--- config.mk ---
export PLATFORM = sky130hd
export DESIGN_NAME = autoneg_next_page_regs
export DESIGN_NICKNAME = d
export VERILOG_FILES = /design/src/annp_pkg.sv /design/src/annp_word_store.sv /design/src/autoneg_next_page_regs.sv
export VERILOG_INCLUDE_DIRS = /design/src
export SDC_FILE = /design/constraint.sdc
export NUM_CORES = 1
export LEC_CHECK = 0
export BUFFER_PORTS_ARGS = -buffer_cell sky130_fd_sc_hd__buf_2
export CAP_MARGIN = 15
export CORE_ASPECT_RATIO = 0.5
export CORE_MARGIN = 8
export CORE_UTILIZATION = 30
export CTS_CLUSTER_DIAMETER = 50
export CTS_CLUSTER_SIZE = 25
export DETAILED_ROUTE_END_ITERATION = 16
export GPL_ROUTABILITY_DRIVEN = 0
export GPL_TIMING_DRIVEN = 0
export PLACE_DENSITY = 0.52
export SYNTH_ARGS = -nofsm -noshare
export SYNTH_HDL_FRONTEND = slang
export SYNTH_SLANG_ARGS = --single-unit
--- constraint.sdc ---
create_clock -name ref_clk -period 2.2 [get_ports ref_clk]
set_input_delay 0 -clock ref_clk [delete_from_list [all_inputs] [get_ports ref_clk]]
set_output_delay 0 -clock ref_clk [all_outputs]
set_load 0.05 [all_outputs]
--- src/annp_regs.svh ---
`ifndef ANNP_REGS_SVH
`define ANNP_REGS_SVH

// ==========================================================
// register addresses on the management interface
`define ANNP_ADDR_PARTNER_WORD   5'h05
`define ANNP_ADDR_EXPANSION      5'h06
`define ANNP_ADDR_TRANSMIT_WORD  5'h07

// ==========================================================
// next-page word fields
`define ANNP_BIT_MORE_PAGES      15
`define ANNP_BIT_ACK             14
`define ANNP_BIT_MESSAGE_PAGE    13
`define ANNP_BIT_TASK_ACK        12
`define ANNP_BIT_TOGGLE          11
`define ANNP_PAYLOAD_MSB         10

// ==========================================================
// expansion fields
`define ANNP_BIT_PDFAULT         4
`define ANNP_BIT_PARTNER_NP      3
`define ANNP_BIT_LOCAL_NP        2
`define ANNP_BIT_PAGE_RCVD       1
`define ANNP_BIT_PARTNER_AN      0

// ==========================================================
// reset values and transmit write mask
`define ANNP_NULL_MESSAGE_CODE   11'h001
`define ANNP_TX_RESET            16'h2001
`define ANNP_TX_WRITE_MASK       16'hBFFF
`define ANNP_WORD_RESET          16'h0000

`endif

--- src/annp_pkg.sv ---
package annp_pkg;

    // ======================================================
    // next-page link code word layout
    typedef struct packed {
        logic        morePagesFlag;
        logic        ackFlag;
        logic        messagePageFlag;
        logic        taskCapableAck;
        logic        pageToggleBit;
        logic [10:0] pagePayload;
    } annp_page_t;

    // management access request
    typedef struct packed {
        logic        rdStrobe;
        logic        wrStrobe;
        logic [4:0]  addr;
        logic [15:0] wrData;
    } annp_mgmt_req_t;

    // management read state
    typedef enum logic [1:0] {
        ANNP_IDLE,
        ANNP_READ,
        ANNP_DONE
    } annp_rd_state_t;

endpackage

--- src/annp_word_store.sv ---
`timescale 1ns/100ps
`include "annp_regs.svh"

module annp_word_store (
    input  wire logic        ref_clk,
    input  wire logic        rstn,
    input  wire logic        loadEn,
    input  wire logic [15:0] loadData,
    output logic      [15:0] wordOut
);

    // ======================================================
    // one-word store with registered output
    always_ff @(posedge ref_clk or negedge rstn) begin
        if (!rstn) begin
            wordOut <= `ANNP_WORD_RESET;
        end else if (loadEn) begin
            wordOut <= loadData;
        end
    end

endmodule

--- src/autoneg_next_page_regs.sv ---
`timescale 1ns/100ps
`include "annp_regs.svh"

// Overview of operation
// - partner word bit 15: more pages follow
// - partner word bit 14: partner acknowledged
// - bit 13 selects message or unformatted page
// - bit 12: receiver can perform task
// - bit 11 inverts previous toggle value
// - bits 10-0 carry code or payload
// - parallel detect fault sets expansion bit 4
// - reading register 6 clears fault flag
// - expansion bit 3: partner next-page able
// - expansion bit 2: local next-page able
// - bit 1 sets after three identical words
// - reading register 6 clears page received
// - expansion bit 0: partner autoneg able
// - expansion register ignores management writes
// - null message page sent by default
// - pages continue until both sides finished
// - partner word loaded on the third identical received word
// - one location serves base and next

module autoneg_next_page_regs (
    input  wire logic                    ref_clk,
    input  wire logic                    rstn,
    input  wire annp_pkg::annp_mgmt_req_t mgmtReq,
    output logic                         mgmtRdValid,
    output logic [15:0]                  mgmtRdData,
    input  wire logic                    rxWordValid,
    input  wire logic [15:0]             rxWord,
    input  wire logic                    rxIsNextPage,
    input  wire logic                    waitTimerDone,
    input  wire logic [1:0]              linkReadyCount,
    input  wire logic                    partnerAutonegAble,
    input  wire logic                    localNextPageAble,
    input  wire logic                    txPageTaken,
    output annp_pkg::annp_page_t         txPage,
    output logic                         localNextPageAdv,
    output logic                         exchangeDone,
    output logic                         partnerWordIsNext
);

    // ======================================================
    // local signals
    logic [15:0]              partnerWord;
    logic [15:0]              lastRxWord_reg;
    logic [1:0]               matchCount_reg;
    logic                     storeEn;
    logic                     pdFault_reg;
    logic                     pageRcvd_reg;
    logic                     partnerNp_reg;
    logic                     partnerAn_reg;
    logic                     localNp_reg;
    logic [15:0]              txWord_reg;
    logic                     prevToggle_reg;
    logic                     partnerMore_reg;
    logic                     readExp;
    logic                     writeTx;
    logic [15:0]              expWord;
    logic [15:0]              rdMux;
    annp_pkg::annp_rd_state_t rdState_reg;
    annp_pkg::annp_rd_state_t rdState_next;

    // decode one management address against a request
    function automatic logic hitAddr(input annp_pkg::annp_mgmt_req_t r,
                                     input logic [4:0] a);
        hitAddr = (r.addr == a);
    endfunction

    assign readExp = mgmtReq.rdStrobe && hitAddr(mgmtReq, `ANNP_ADDR_EXPANSION);
    assign writeTx = mgmtReq.wrStrobe && hitAddr(mgmtReq, `ANNP_ADDR_TRANSMIT_WORD);

    // ======================================================
    // received word qualification: three identical in a row
    always_ff @(posedge ref_clk or negedge rstn) begin
        if (!rstn) begin
            lastRxWord_reg <= `ANNP_WORD_RESET;
            matchCount_reg <= 2'h0;
        end else if (rxWordValid) begin
            lastRxWord_reg <= rxWord;
            if (rxWord != lastRxWord_reg || matchCount_reg == 2'h0) begin
                matchCount_reg <= 2'h1;
            end else if (matchCount_reg != 2'h3) begin
                matchCount_reg <= matchCount_reg + 2'h1;
            end
        end
    end

    // store on the third identical word
    assign storeEn = rxWordValid && (rxWord == lastRxWord_reg)
                     && (matchCount_reg == 2'h2);

    // partner word store, base or next page share the location
    annp_word_store u_partner_word (
        .ref_clk  (ref_clk),
        .rstn     (rstn),
        .loadEn   (storeEn),
        .loadData (rxWord),
        .wordOut  (partnerWord)
    );

    // ======================================================
    // page kind and partner capabilities captured with the word
    always_ff @(posedge ref_clk or negedge rstn) begin
        if (!rstn) begin
            partnerWordIsNext <= 1'b0;
            partnerNp_reg     <= 1'b0;
            partnerMore_reg   <= 1'b0;
        end else if (storeEn) begin
            partnerWordIsNext <= rxIsNextPage;
            partnerMore_reg   <= rxWord[`ANNP_BIT_MORE_PAGES];
            if (!rxIsNextPage) begin
                partnerNp_reg <= rxWord[`ANNP_BIT_MORE_PAGES];
            end
        end
    end

    // partner autoneg ability and local next-page ability levels
    always_ff @(posedge ref_clk or negedge rstn) begin
        if (!rstn) begin
            partnerAn_reg    <= 1'b0;
            localNp_reg      <= 1'b0;
            localNextPageAdv <= 1'b0;
        end else begin
            partnerAn_reg    <= partnerAutonegAble;
            localNp_reg      <= localNextPageAble;
            localNextPageAdv <= localNextPageAble;
        end
    end

    // ======================================================
    // sticky flags: set wins over the read clear
    always_ff @(posedge ref_clk or negedge rstn) begin
        if (!rstn) begin
            pdFault_reg <= 1'b0;
        end else if (waitTimerDone && linkReadyCount != 2'h1) begin
            pdFault_reg <= 1'b1;
        end else if (readExp) begin
            pdFault_reg <= 1'b0;
        end
    end

    always_ff @(posedge ref_clk or negedge rstn) begin
        if (!rstn) begin
            pageRcvd_reg <= 1'b0;
        end else if (storeEn) begin
            pageRcvd_reg <= 1'b1;
        end else if (readExp) begin
            pageRcvd_reg <= 1'b0;
        end
    end

    // expansion word, reserved bits zero, no write path
    always_comb begin
        expWord                       = 16'h0000;
        expWord[`ANNP_BIT_PDFAULT]    = pdFault_reg;
        expWord[`ANNP_BIT_PARTNER_NP] = partnerNp_reg;
        expWord[`ANNP_BIT_LOCAL_NP]   = localNp_reg;
        expWord[`ANNP_BIT_PAGE_RCVD]  = pageRcvd_reg;
        expWord[`ANNP_BIT_PARTNER_AN] = partnerAn_reg;
    end

    // ======================================================
    // transmit word, null message page until station writes
    always_ff @(posedge ref_clk or negedge rstn) begin
        if (!rstn) begin
            txWord_reg <= `ANNP_TX_RESET;
        end else if (writeTx) begin
            txWord_reg <= mgmtReq.wrData & `ANNP_TX_WRITE_MASK;
        end
    end

    // toggle tracks the last link code word sent
    always_ff @(posedge ref_clk or negedge rstn) begin
        if (!rstn) begin
            prevToggle_reg <= 1'b1;
        end else if (txPageTaken) begin
            prevToggle_reg <= ~prevToggle_reg;
        end
    end

    // outgoing page: station fields, hardware toggle
    always_ff @(posedge ref_clk or negedge rstn) begin
        if (!rstn) begin
            txPage <= '0;
        end else begin
            txPage.morePagesFlag   <= txWord_reg[`ANNP_BIT_MORE_PAGES];
            txPage.ackFlag         <= 1'b0;
            txPage.messagePageFlag <= txWord_reg[`ANNP_BIT_MESSAGE_PAGE];
            txPage.taskCapableAck  <= txWord_reg[`ANNP_BIT_TASK_ACK];
            txPage.pageToggleBit   <= ~prevToggle_reg;
            txPage.pagePayload     <= txWord_reg[`ANNP_PAYLOAD_MSB:0];
        end
    end

    // exchange ends when neither side has more pages
    always_ff @(posedge ref_clk or negedge rstn) begin
        if (!rstn) begin
            exchangeDone <= 1'b0;
        end else begin
            exchangeDone <= partnerWordIsNext && !partnerMore_reg
                            && !txWord_reg[`ANNP_BIT_MORE_PAGES];
        end
    end

    // ======================================================
    // read data select
    always_comb begin
        case (mgmtReq.addr)
            `ANNP_ADDR_PARTNER_WORD:  rdMux = partnerWord;
            `ANNP_ADDR_EXPANSION:     rdMux = expWord;
            `ANNP_ADDR_TRANSMIT_WORD: rdMux = txWord_reg;
            default:                  rdMux = 16'h0000;
        endcase
    end

    // read sequencer: answer one cycle after the strobe
    always_comb begin
        case (rdState_reg)
            annp_pkg::ANNP_IDLE: rdState_next = mgmtReq.rdStrobe ? annp_pkg::ANNP_READ
                                                                 : annp_pkg::ANNP_IDLE;
            annp_pkg::ANNP_READ: rdState_next = mgmtReq.rdStrobe ? annp_pkg::ANNP_READ
                                                                 : annp_pkg::ANNP_DONE;
            annp_pkg::ANNP_DONE: rdState_next = mgmtReq.rdStrobe ? annp_pkg::ANNP_READ
                                                                 : annp_pkg::ANNP_IDLE;
            default:             rdState_next = annp_pkg::ANNP_IDLE;
        endcase
    end

    always_ff @(posedge ref_clk or negedge rstn) begin
        if (!rstn) begin
            rdState_reg <= annp_pkg::ANNP_IDLE;
        end else begin
            rdState_reg <= rdState_next;
        end
    end

    // registered read answer, captured before the clear lands
    // valid follows the sequencer so it pulses once per accepted read
    always_ff @(posedge ref_clk or negedge rstn) begin
        if (!rstn) begin
            mgmtRdValid <= 1'b0;
            mgmtRdData  <= 16'h0000;
        end else begin
            mgmtRdValid <= (rdState_next == annp_pkg::ANNP_READ);
            if (mgmtReq.rdStrobe) begin
                mgmtRdData <= rdMux;
            end
        end
    end

endmodule

-- Yosys cells after proc, flatten, opt, wreduce, memory -nomap -nowiden
Cells that the tools add are included.
- flip-flop bits (word level): 92
- latch bits: 0
- RAM bits: 0
- memory bits (read-only): 0
- bits of input ports: 49
- output and inout bits: 36
- memories kept: 0
- add/sub/neg operators: 1
- multipliers: 0
- divide/modulo/power cells: 0
- $lt $le $gt $ge: 0
- eq/ne operators: 11
- shift-type cells: 0
- mux-type cells: 9
- bitwise gates (word level): 2
- reduce and logical (&&, ||, !) cells: 18
- operators by type and width (operator ; number):
    $pmux 16 s3 ; 1
    $eq 16x16->1 ; 1
    $ne 16x16->1 ; 1
    $eq 5x3->1 const B ; 3
    $logic_and 1x1->1 ; 7
    $mux 2 ; 3
    $reduce_bool 2->1 ; 3
    $eq 2x1->1 const B ; 2
    $eq 2x2->1 const B ; 2
    $logic_not 2->1 ; 2
    $mux 1 ; 4
    $pmux 2 s2 ; 1
    $reduce_and 2->1 ; 2
    $add 2x1->2 const B ; 1
    $logic_not 1->1 ; 2
    $ne 2x1->1 const B ; 1
    $ne 2x2->1 const B ; 1
    $not 1->1 ; 2
    $reduce_or 2->1 ; 1
    $logic_or 1x1->1 ; 1

-- Logic depth before layout (Yosys ltp)
Gate-level depths: netlist of run 1.
- depth in word-level cells: 4
- gate-level depth with buffers: 6
- gate-level depth less buffers: 5

-- Modules after synthesis
From an unflattened synthesis of run 1, not the netlist that was laid out.
- cell total of the unflattened synthesis: 261
- area total of the unflattened synthesis: 3714.8 um2
- modules (own cells, without submodules) (module ; times used ; cells each ; area each (um2) ; sequential area each (um2)):
    autoneg_next_page_regs ; 1 ; 227 ; 3065.4 ; 1905.6
    annp_word_store ; 1 ; 34 ; 649.4 ; 400.4

-- Worst setup path after synthesis of run 1
No wires, ideal clock.
- kind: register to register
- start: register lastRxWord_reg[9]
- end: register partnerWordIsNext
- setup time: 0.125 ns
- arrival: 1.748 ns
- path slack: 0.327 ns
- cell stages (with the launch flop): 7
- buffers on the path: 1
- clock period less this slack: 1.873 ns
- cell sequence: dfrtp_1 -> xor2_1 -> nor4_1 -> nand4_1 -> nor2_4 -> buf_12 -> mux2_4
- word-level cells in the longest chain between the ends: 3
- RTL lines (element ; RTL line ; text):
    start, declared ; autoneg_next_page_regs.sv:47 ; logic [15:0] lastRxWord_reg;
    start signal, assigned ; autoneg_next_page_regs.sv:78 ; lastRxWord_reg <= `ANNP_WORD_RESET;
    start signal, assigned ; autoneg_next_page_regs.sv:81 ; lastRxWord_reg <= rxWord;
    $eq 16x16->1 ; autoneg_next_page_regs.sv:91 ; assign storeEn = rxWordValid && (rxWord == lastRxWord_reg)
    $logic_and 1x1->1 ; autoneg_next_page_regs.sv:91 ;
    $logic_and 1x1->1 ; autoneg_next_page_regs.sv:92 ; && (matchCount_reg == 2'h2);
    end signal, assigned ; autoneg_next_page_regs.sv:111 ; partnerWordIsNext <= rxIsNextPage;
    end, declared ; autoneg_next_page_regs.sv:41 ; output logic partnerWordIsNext
Every way passes these cells.
A chain may end at the register's enable or synchronous reset.

-- Final worst setup path of run 1
- start: register lastRxWord_reg[5]
- end: register u_partner_word.wordOut[8]
- word-level cells in the longest chain between the ends: 3
- RTL lines (element ; RTL line ; text):
    $eq 16x16->1 ; autoneg_next_page_regs.sv:91 ;
    $logic_and 1x1->1 ; autoneg_next_page_regs.sv:91 ;
    $logic_and 1x1->1 ; autoneg_next_page_regs.sv:92 ;
    end signal, assigned ; annp_word_store.sv:16 ; wordOut <= `ANNP_WORD_RESET;
    end signal, assigned ; annp_word_store.sv:18 ; wordOut <= loadData;
    end, declared ; annp_word_store.sv:9 ; output logic [15:0] wordOut
Every way passes these cells.

==> flow_metrics.tcl, run 1 <==
set metrics [dict create \
    period_minus_slack_ns 1.99 \
    grt_pass1_vias 2753 \
    end_kind "flip-flop" \
    vias_per_cell 4.40 \
    crit_type "flip-flop to flip-flop" \
    grtUsageTotal_pct 11.8 \
    instances_no_fill 561 \
    ctsRootBufferMaster "clkbuf_16" \
    cts_max_level 3 \
    syn_inst 259 \
    final_area_um2 4990 \
    min_path_cells 4 \
    antenna_found_initial 0 \
    drc_errors 0 \
    io_pins 85 \
    avgSynthCellArea_um2 14.1 \
    status "completed" \
    clk_latency_ns 0.33 \
    drt-initial-drc-count 130 \
    clk_pin_slew_ns 0.06 \
    die_x_um 172 \
    cap_viol_max_count 0 \
    numPlacedInstances 504 \
    post_drt_wl_per_cell_um 16.2 \
    nFillCells 1140 \
    start_util_pct 30.9 \
    ys_seq_elements 91 \
    io_buffers 79 \
    drt_first_pass_iters 4 \
    synth_cell_types 34 \
    area_growth_pct 36.5 \
    finalSetupViolations 0 \
    tightestPinTransition_ns 0.604 \
    grt_max_degree 61 \
    clockBufferDepth 2 \
    crit_arrival_ns 2.21 \
    cts_tree "yes" \
    syn_nets 311 \
    rr_worst_depth 7 \
    fmax_mhz 502 \
    grt_first_pass_wirelength_mm 14.5 \
    yosys_warnings 0 \
    cts.sinks 91 \
    post-dp-hpwl_mm 6.62 \
    leakage_uw 0.00235 \
    nets 444 \
    cts_made_buffers 9 \
    yosysSeqAreaShare_pct 62.4 \
    reg2reg_to "u_partner_word.wordOut[8]" \
    holdWs_ns 0.152 \
    worst_ep_required_time_ns 2.42 \
    worstSetupStartpointType "flip-flop" \
    r2r_start "lastRxWord_reg[5]" \
    synth_top_cells_by_area "dfrtp_1 60%, mux2_2 14%, xor2_1 4.1%" \
    fp.dieH_um 94.1 \
    r2r_setup_slack_ns 0.21 \
    hold_end "pageRcvd_reg" \
    irDropWorstVdd_mv 0.405 \
    drive_gt1_share_pct 39.6 \
    drt_wl_total_mm 9.07 \
    crit_fanout 10 \
    yosys.area.top_type "dfrtp_1" \
    die_area_um2 16200 \
    skew_ns 0.00659 \
    hold_path_startpoint "mgmtReq[22]" \
    fin_setup_tns_ns 0 \
    num_antenna_cells 0 \
    grt-ovfl-total 0 \
    drv_slew 0 \
    finalPower_uw 4030 \
    synth_top_cell_area_share_pct 60.2 \
    syn_area_um2 3660 \
    vias 2471 \
    power.density_nw_per_um2 808 \
    grt_setup_unrepaired "false" \
    core_um2 11800 \
    relSlewSlack_pct 59.8 \
    postRouteAntennaNets 0 \
    timing.final.crit_share_pct 90.6 \
    hold_viol_final 0 \
    hold_class "input port to flip-flop" \
    postPlaceCellArea_um2 4290 \
    rows 28 \
]
[synthesized netlist by cell type (all sizes together)]
| cell | instances |
|---|---|
| ha | 3 |
| mux2 | 54 |
| dfstp | 3 |
| a21o | 1 |
| mux2i | 1 |
| xor2 | 17 |
| buf | 4 |
| and2 | 1 |
| nand2b | 1 |
| inv | 20 |
| nor3b | 3 |
| and3 | 1 |
| dfrtp | 88 |
| nand4 | 1 |
| nor3 | 2 |
| a22oi | 15 |
| nor2b | 1 |
| o21ai | 2 |
| nand2 | 5 |
| nor4 | 4 |
| nor2 | 2 |
| a21boi | 2 |
| clkbuf | 8 |
| o31ai | 1 |
| a22o | 2 |
| conb | 1 |
| o22ai | 15 |
| nand3 | 1 |
[layout make-up]
cell class / instances / area, µm² / share of cell area [%]
well taps: 165 / 206 / 4.14
clock buffers: 12 / 236 / 4.74
repair buffers: 122 / 848 / 17.0
clock inverters: 3 / 42.5 / 0.853
multi-input cells: 136 / 1230 / 24.7
flip-flops and latches: 91 / 2280 / 45.7
inverters: 20 / 75.1 / 1.50
plain buffers: 12 / 66.3 / 1.33
[layout by cell type (no fill, tap or decap)]
cell type,count
dfrtp_1,88
inv_1,20
mux2_2,45
o21ai_0,1
conb_1,1
a22o_1,2
buf_12,2
clkinv_2,1
a21boi_0,2
o31ai_1,1
buf_1,1
bufinv_16,1
dlygate4sd3_1,38
buf_16,1
a22oi_1,15
o22ai_1,15
nor4_1,4
clkinvlp_4,1
dfstp_2,3
nand2b_1,1
buf_2,79
o21ai_1,1
and3_1,1
nor3b_1,3
mux2_4,9
mux2i_1,1
xor2_1,17
nor2b_1,1
clkbuf_1,11
and2_1,1
nor3_1,2
nand3_1,1
nor2_1,1
a21o_1,1
buf_4,5
nand4_1,1
clkbuf_16,9
ha_1,3
nor2_4,1
nand2_1,5
[per-layer routing]
metal,GRT usage [%],vias to the layer above,share of wire [%]
met5,0,-,0
met4,4.49,0,1.9
met3,3.77,16,4.7
li1,-,1166,-
met2,19.7,50,49
met1,14.0,1239,44
[worst max-delay path, stage by stage, from the launching register on]
cell     delay, ns
dfrtp_1       0.39
xor2_1        0.16
nor4_1        0.34
nand4_1       0.13
buf_4         0.18
nor2_4        0.19
buf_12        0.18
mux2_4        0.30
[stage by stage]
stage | worst slack [ns] | utilization (%)
floorplan | 0.327 | -
global placement | 0.00841 | 36.0
detailed placement | -0.0542 | 36.2
CTS | 0.0724 | 42.1
global route | 0.0315 | 42.1
finish | 0.208 | 42.1
[logic make-up (layout without fill, tap and decap cells)]
group | Yosys count | in the layout | share of synthesized area, %
flops | 91 | 91 | 62.4
simple gates | 22 | 22 | 3.49
mux | 55 | 55 | 17.8
buf+inv | 32 | 169 | 3.87
other cells | 1 | 1 | 0.103
compound gates | 38 | 38 | 7.22
xor+xnor | 17 | 17 | 4.07
fa+ha+maj | 3 | 3 | 1.03
[timing repair]
item                                    CTS  global route
hold buffers                             38             0
hold endpoints to repair                 84             0
pin swaps                                 1             1
resized for setup                         0             0
buffers inserted                          3             1
gates cloned                              0             0
endpoints found under the setup margin    9            16
[how the worst max path moves through the flow]
stage	from	end	slack, ns	cells after the start
CTS	lastRxWord_reg[0]	u_partner_word.wordOut[12]	0.07	6
detailed placement	lastRxWord_reg[0]	u_partner_word.wordOut[12]	-0.05	6
finish	lastRxWord_reg[5]	u_partner_word.wordOut[8]	0.21	7
global placement	lastRxWord_reg[11]	u_partner_word.wordOut[9]	0.008	6
global route	lastRxWord_reg[0]	u_partner_word.wordOut[8]	0.03	7
floorplan	lastRxWord_reg[9]	partnerWordIsNext	0.33	6
[where the power goes]
group	switching (µW)	internal, µW	total (µW)
combinational	403	232	635
sequential	86.0	1840	1930
clock	593	873	1470
total	1080	2950	4030
(Power assumes the default switching activity.)
==> run 2, diff against run 1 <==
Settings changed: ABC_AREA set to 1, CORE_UTILIZATION 30 to 40, CTS_BUF_LIST set to sky130_fd_sc_hd__clkbuf_2, PLACE_DENSITY 0.52 to 0.64.
==> run 2 against run 1 <==
Power is 13% lower. Non-clock buffer count up 32. Clock power fell by 45%. Sequential power barely moved. Global-route usage is 3.0 points higher. Core utilization is 14 points higher. Fmax is 8.3% lower. Hold slack got worse by 0.075 ns. Final cell count rose by 27%. Synthesized cell count increased by 64%.
==> flow_metrics.tcl, run 2 <==
set metrics [dict create \
    status "completed" \
    avgSynthCellArea_um2 9.03 \
    layout_common_cells "148 x nand2_1, 88 x dfrtp_1, 81 x buf_2" \
    hold_viol_final 0 \
    clockBufferDepth 2 \
    synth-main-ff-cell "dfrtp_1" \
    post-dp-hpwl_mm 6.33 \
    clk_pin_slew_ns 0.23 \
    crit_fanout 10 \
    final_common_cell "nand2_1" \
    nets 641 \
    grt-ovfl-total 0 \
    crit_chain "dlygate4sd3_1, buf_2, nor3b_4, nand3_2, inv_2, nand2_4, buf_6, nor2_1, dlygate4sd3_1, a21oi_1, dlygate4sd3_1" \
    tightestPinTransition_ns 0.904 \
    irDropWorstVdd_mv 0.249 \
    start_util_pct 41.0 \
    core_um2 9380 \
    skew_ns 0.0235 \
    r2r_setup_slack_ns 0.61 \
    crit_type "input port to flip-flop" \
    finalSetupViolations 0 \
    yosys_warnings 0 \
    syn_nets 478 \
    period_minus_slack_ns 2.17 \
    clk_latency_ns 0.56 \
    r2r_start "lastRxWord_reg[0]" \
    antenna_found_initial 0 \
    grt_pass1_vias 3183 \
    grt_setup_unrepaired "true" \
    relSlewSlack_pct 39.6 \
    grtUsageTotal_pct 14.8 \
    worst_ep_required_time_ns 2.67 \
    async_reset_ff_share_pct 100 \
    postRouteAntennaNets 0 \
    fmax_mhz 460 \
    cts_tree "yes" \
    fin_setup_tns_ns 0 \
    rr_worst_depth 11 \
    ctsRootBufferMaster "clkbuf_2" \
    post-place-ws_ns 0.669 \
    drt_first_pass_iters 4 \
    die_x_um 155 \
    cts.sinks 91 \
    reg2reg_to "partnerNp_reg" \
    grt_max_degree 73 \
    yosysMostFrequentCell "nand2_1" \
    synth-edff-count 0 \
    synth_common_cells "148 x nand2_1, 88 x dfrtp_1, 61 x inv_1, 56 x o21ai_0, 14 x nor2_1" \
    yosys.area.top_type "dfrtp_1" \
    num_antenna_cells 0 \
    drive_gt1_share_pct 21.7 \
    syn_inst 426 \
    end_kind "flip-flop" \
    min_path_cells 2 \
    hold_path_startpoint "localNextPageAble" \
    instances_no_fill 715 \
    hold_end "localNp_reg" \
    synth_top_cells_by_area "dfrtp_1 57%, nand2_1 14%, o21ai_0 7.3%" \
    synth_cell_types 27 \
    hold_class "input port to flip-flop" \
    io_pins 85 \
    vias 3114 \
    drv_slew 0 \
    syn_area_um2 3850 \
    nFillCells 839 \
    cts_max_level 3 \
    drc_errors 0 \
    worstSetupStartpointType "input port" \
    ys_seq_elements 91 \
    post_drt_wl_per_cell_um 13.1 \
    rows 25 \
    timing.final.crit_share_pct 98.7 \
    yosysSeqAreaShare_pct 59.3 \
    area_growth_pct 36.7 \
    synth_top_cell_area_share_pct 57.2 \
    crit_slowest_cell "dlygate4sd3_1" \
    vias_per_cell 4.36 \
    die_area_um2 13200 \
    cts_made_buffers 9 \
    crit_arrival_ns 2.65 \
    grt_first_pass_wirelength_mm 15.4 \
    drt-initial-drc-count 195 \
    power.density_nw_per_um2 670 \
    setup_ws_ns 0.0284 \
    leakage_uw 0.00286 \
    io_buffers 81 \
    numPlacedInstances 629 \
    cpPeakStageDelay_ns 0.56 \
    drt_wl_total_mm 9.36 \
    fp.dieH_um 85.4 \
    cap_viol_max_count 0 \
    path_common_cell "dlygate4sd3_1" \
]
==> run 2: cell types whose count changed after synthesis, moves of 15 or more <==
cell	change
nand2_1	+143
o21ai_0	+55
xor2_1	-16
a22oi_1	-15
inv_1	+41
mux2_2	-32
==> run 2: area by class of cell <==
type	instances	area, µm²	area share [%]
plain buffers	14	87.6	1.67
clock buffers	10	50.0	0.952
flip-flops and latches	91	2280	43.4
multi-input cells	259	1260	24.1
inverters	62	233	4.43
clock inverters	6	56.3	1.07
repair buffers	152	1130	21.6
well taps	121	151	2.88
==> run 2: metal layers <==
layer	vias to the layer above	global-route usage [%]	part of all wire (%)
met5	-	0	0
met4	0	5.47	1.6
met3	10	4.51	4.0
met2	55	23.4	45
met1	1412	18.8	49
li1	1637	-	-
==> run 2: timing repair <==
| action | 4_1_cts | 5_1_grt |
|---|---|---|
| endpoints found under the hold margin | 163 | 1 |
| setup endpoints to repair | 0 | 3 |
| resized for setup | 0 | 4 |
| hold buffers | 68 | 1 |
| setup buffers | 0 | 1 |
==> run 2: worst max path at each step <==
stage	slack, ns	from	endpoint	depth (start not counted)
after global routing	-0.002	mgmtReq[20]	txWord_reg[4]	11
after global placement	0.25	rstn	txPage[9]	1
after CTS	0.05	mgmtReq[20]	txWord_reg[4]	11
after detailed placement	0.67	lastRxWord_reg[2]	u_partner_word.wordOut[8]	9
after floorplan	0.89	lastRxWord_reg[2]	u_partner_word.wordOut[0]	9
final	0.03	mgmtReq[20]	txWord_reg[4]	11
==> run 2: worst max-delay path, delay by kind of cell <==
family	cells	cell delay [ns]
AO/OA/AOI/OAI	1	0.04
buffers and inverters	6	2.08
AND/OR/NAND/NOR	4	0.53
==> run 2: cell families after synthesis <==
family                   after synthesis  share of synthesized area [%]
multiplexers                          14                           4.10
other                                  1                         0.0975
flip-flops                            91                           59.3
AND/OR/NAND/NOR                      175                           18.4
adder cells (fa/ha/maj)                3                          0.976
buffers and inverters                 76                           8.33
XOR/XNOR                               1                          0.228
AO/OA/AOI/OAI                         65                           8.55
==> run 2: where the power goes <==
group          switching (µW)  total [µW]  internal, µW  leakage [µW]
Clock                     550         807           257     0.0000691
Combinational             484         785           301       0.00170
Sequential               82.0        1930          1850       0.00109
==> run 2: through the flow <==
stage	power [µW]	instance area (µm²)	util [%]	hold slack [ns]
after global placement	2570	4400	46.9	0.109
after floorplan	2370	3850	-	-0.296
final	3520	5260	56.0	0.0769
after global routing	3720	5260	56.0	0.00852
after detailed placement	2600	4430	47.3	-0.0909
after CTS	3550	5220	55.6	0.0213
==> run 3, diff against run 2 <==
Settings changed: PLACE_DENSITY 0.64 to 0.66.
Clock period 2.2 ns to 1.86 ns, I/O delays scaled along.
==> run 3 against run 2 <==
Design area fell by 1.9%. Routed wire length rose by 1.4%. Register-to-register slack worse by 0.32 ns. Final cell count fell by 1.1%. Critical endpoint unchanged. Worst setup slack improved by 0.067 ns. Core utilization is 1.1 points lower. Power up 17%. Count of clock-buffer cells in the layout grew 3. Largest cell class unchanged. Critical path depth is 1 lower. Flip-flop and latch count is the same. Non-clock buffer count is 8 lower. Critical path type unchanged.
==> flow_metrics.tcl, run 3 (synthesized netlist as in run 2, its figures left out) <==
set metrics [dict create \
    skew_ns 0.0201 \
    cts_max_level 3 \
    numPlacedInstances 629 \
    cts_made_buffers 9 \
    grt_pass1_vias 3256 \
    grt_first_pass_wirelength_mm 15.9 \
    sw_frac_of_total_pct 31.3 \
    path_depth 10 \
    antenna_found_initial 0 \
    clk_latency_ns 0.55 \
    postPlaceCellArea_um2 4430 \
    io_buffers 81 \
    core_um2 9380 \
    clock_power_share_pct 23.1 \
    ctsRootBufferMaster "clkbuf_2" \
    fmax_mhz 567 \
    path_delay_family "buffers and inverters" \
    grt_setup_unrepaired "false" \
    nets 633 \
    worst_ep_required_time_ns 2.31 \
    vias 3242 \
    setup_ws_ns 0.0953 \
    io_pins 85 \
    end_kind "flip-flop" \
    period_minus_slack_ns 1.76 \
    hold_class "input port to flip-flop" \
    tightestPinTransition_ns 0.591 \
    clockBufferDepth 2 \
    finalSetupViolations 0 \
    post-dp-hpwl_mm 6.54 \
    postRouteAntennaNets 0 \
    crit_arrival_ns 2.22 \
    min_path_cells 7 \
    num_antenna_cells 0 \
    drt_wl_total_mm 9.49 \
    leakage_uw 0.00281 \
    irDropWorstVdd_mv 0.332 \
    post-place-ws_ns 0.318 \
    final_area_um2 5160 \
    hold_viol_final 0 \
    grt_max_degree 49 \
    cpPeakStageDelay_ns 0.57 \
    path_common_cell "dlygate4sd3_1" \
    drc_errors 0 \
    layout_common_cells "148 x nand2_1, 88 x dfrtp_1, 81 x buf_2" \
    final_common_cell "nand2_1" \
    area_growth_pct 34.1 \
    cts_tree "yes" \
    drv_slew 0 \
    drt_first_pass_iters 5 \
    relSlewSlack_pct 60.6 \
    rows 25 \
    power.density_nw_per_um2 800 \
    grt-ovfl-total 0 \
    power_frac_comb_pct 21.6 \
    seqPwrFrac_pct 55.3 \
    crit_type "input port to flip-flop" \
    grtUsageTotal_pct 15.1 \
    fp.dieH_um 85.4 \
    timing.final.crit_share_pct 94.9 \
    worst-path-buf-inv 5 \
    crit_slowest_cell "dlygate4sd3_1" \
    crit_fanout 10 \
    crit_chain "buf_2, nor3b_2, nand3_1, inv_2, nand2_4, buf_6, nor2_1, dlygate4sd3_1, a21oi_1, dlygate4sd3_1" \
    netSwitchingPower_uw 1290 \
    post_drt_wl_per_cell_um 13.4 \
    start_util_pct 41.0 \
    rr_worst_depth 11 \
    cts.sinks 91 \
    p_int_uw 2840 \
    die_x_um 155 \
    status "completed" \
    cap_viol_max_count 0 \
    vias_per_cell 4.59 \
    drive_gt1_share_pct 21.5 \
    drt-initial-drc-count 172 \
    clk_pin_slew_ns 0.21 \
    instances_no_fill 707 \
    worstSetupStartpointType "input port" \
    die_area_um2 13200 \
]
run 3: cell types whose count changed in the layout (fill, tap and decap cells not counted):
| cell | change |
|---|---|
| nand3_1 | +1 |
| nor2_4 | -1 |
| nor3b_4 | -1 |
| clkinvlp_4 | -1 |
| nor2_1 | +1 |
| clkinv_2 | -2 |
| nor3b_2 | +1 |
| buf_4 | -1 |
| dlygate4sd3_1 | -7 |
| nand3_2 | -1 |
| clkbuf_2 | +3 |
run 3: per-stage QoR:
| step | TNS [ns] | total power (µW) | hold WS, ns | util [%] |
|---|---|---|---|---|
| 2_1_floorplan | 0 | 2800 | -0.296 | - |
| 3_3_place_gp | -7.15 | 3040 | 0.109 | 46.9 |
| 3_5_place_dp | 0 | 3070 | 0.0446 | 47.3 |
| 4_1_cts | 0 | 4160 | 0.00388 | 55.0 |
| 5_1_grt | 0 | 4330 | 0.0241 | 55.0 |
| 6_report | 0 | 4130 | 0.0652 | 55.0 |
run 3: cell type report:
cell class                      count  area [µm²]
Clock inverter                      3        38.8
Buffer                             14        87.6
Tap cell                          121         151
Multi-Input combinational cell    259        1250
Sequential cell                    91        2280
Clock buffer                       13        65.1
Fill cell                         838        4230
Inverter                           62         233
Timing Repair Buffer              144        1060
run 3: worst min-delay path, delay by kind of cell:
| family | cells | cell delay, ns |
|---|---|---|
| AND/OR/NAND/NOR | 4 | 0.31 |
| AO/OA/AOI/OAI | 1 | 0.08 |
| buffers and inverters | 2 | 0.20 |
run 3: timing repair:
action	in CTS	in global routing
hold endpoints to repair	162	0
setup buffers	0	0
gates resized for setup	0	0
hold buffers	62	0
endpoints found under the setup margin	0	0
run 3: power groups by stage:
stage          combinational [µW]  clock (µW)  sequential, µW
2_1_floorplan                 204           0            2590
3_3_place_gp                  731           0            2310
3_5_place_dp                  750           0            2320
4_1_cts                       893         984            2280
5_1_grt                       966        1060            2310
6_report                      890         955            2280
run 3: routing by layer:
metal | vias to the layer above | track usage, % | wire [µm]
li1 | 1632 | - | -
met1 | 1539 | 18.9 | 4400
met2 | 56 | 24.7 | 4560
met3 | 15 | 4.11 | 367
met4 | 0 | 5.12 | 165
met5 | - | 0 | 0
run 3: path summary, 6_finish.rpt:
path	startpoint	end	slack, ns
min	mgmtReq[16]	mgmtRdData[6]	0.07
max in group asynchronous	rstn	txWord_reg[13]	0.65
min reg2reg	txWord_reg[4]	txPage[4]	0.42
max	mgmtReq[20]	txWord_reg[4]	0.1
max reg2reg	lastRxWord_reg[0]	u_partner_word.wordOut[12]	0.29
min in group asynchronous	rstn	exchangeDone	0.51
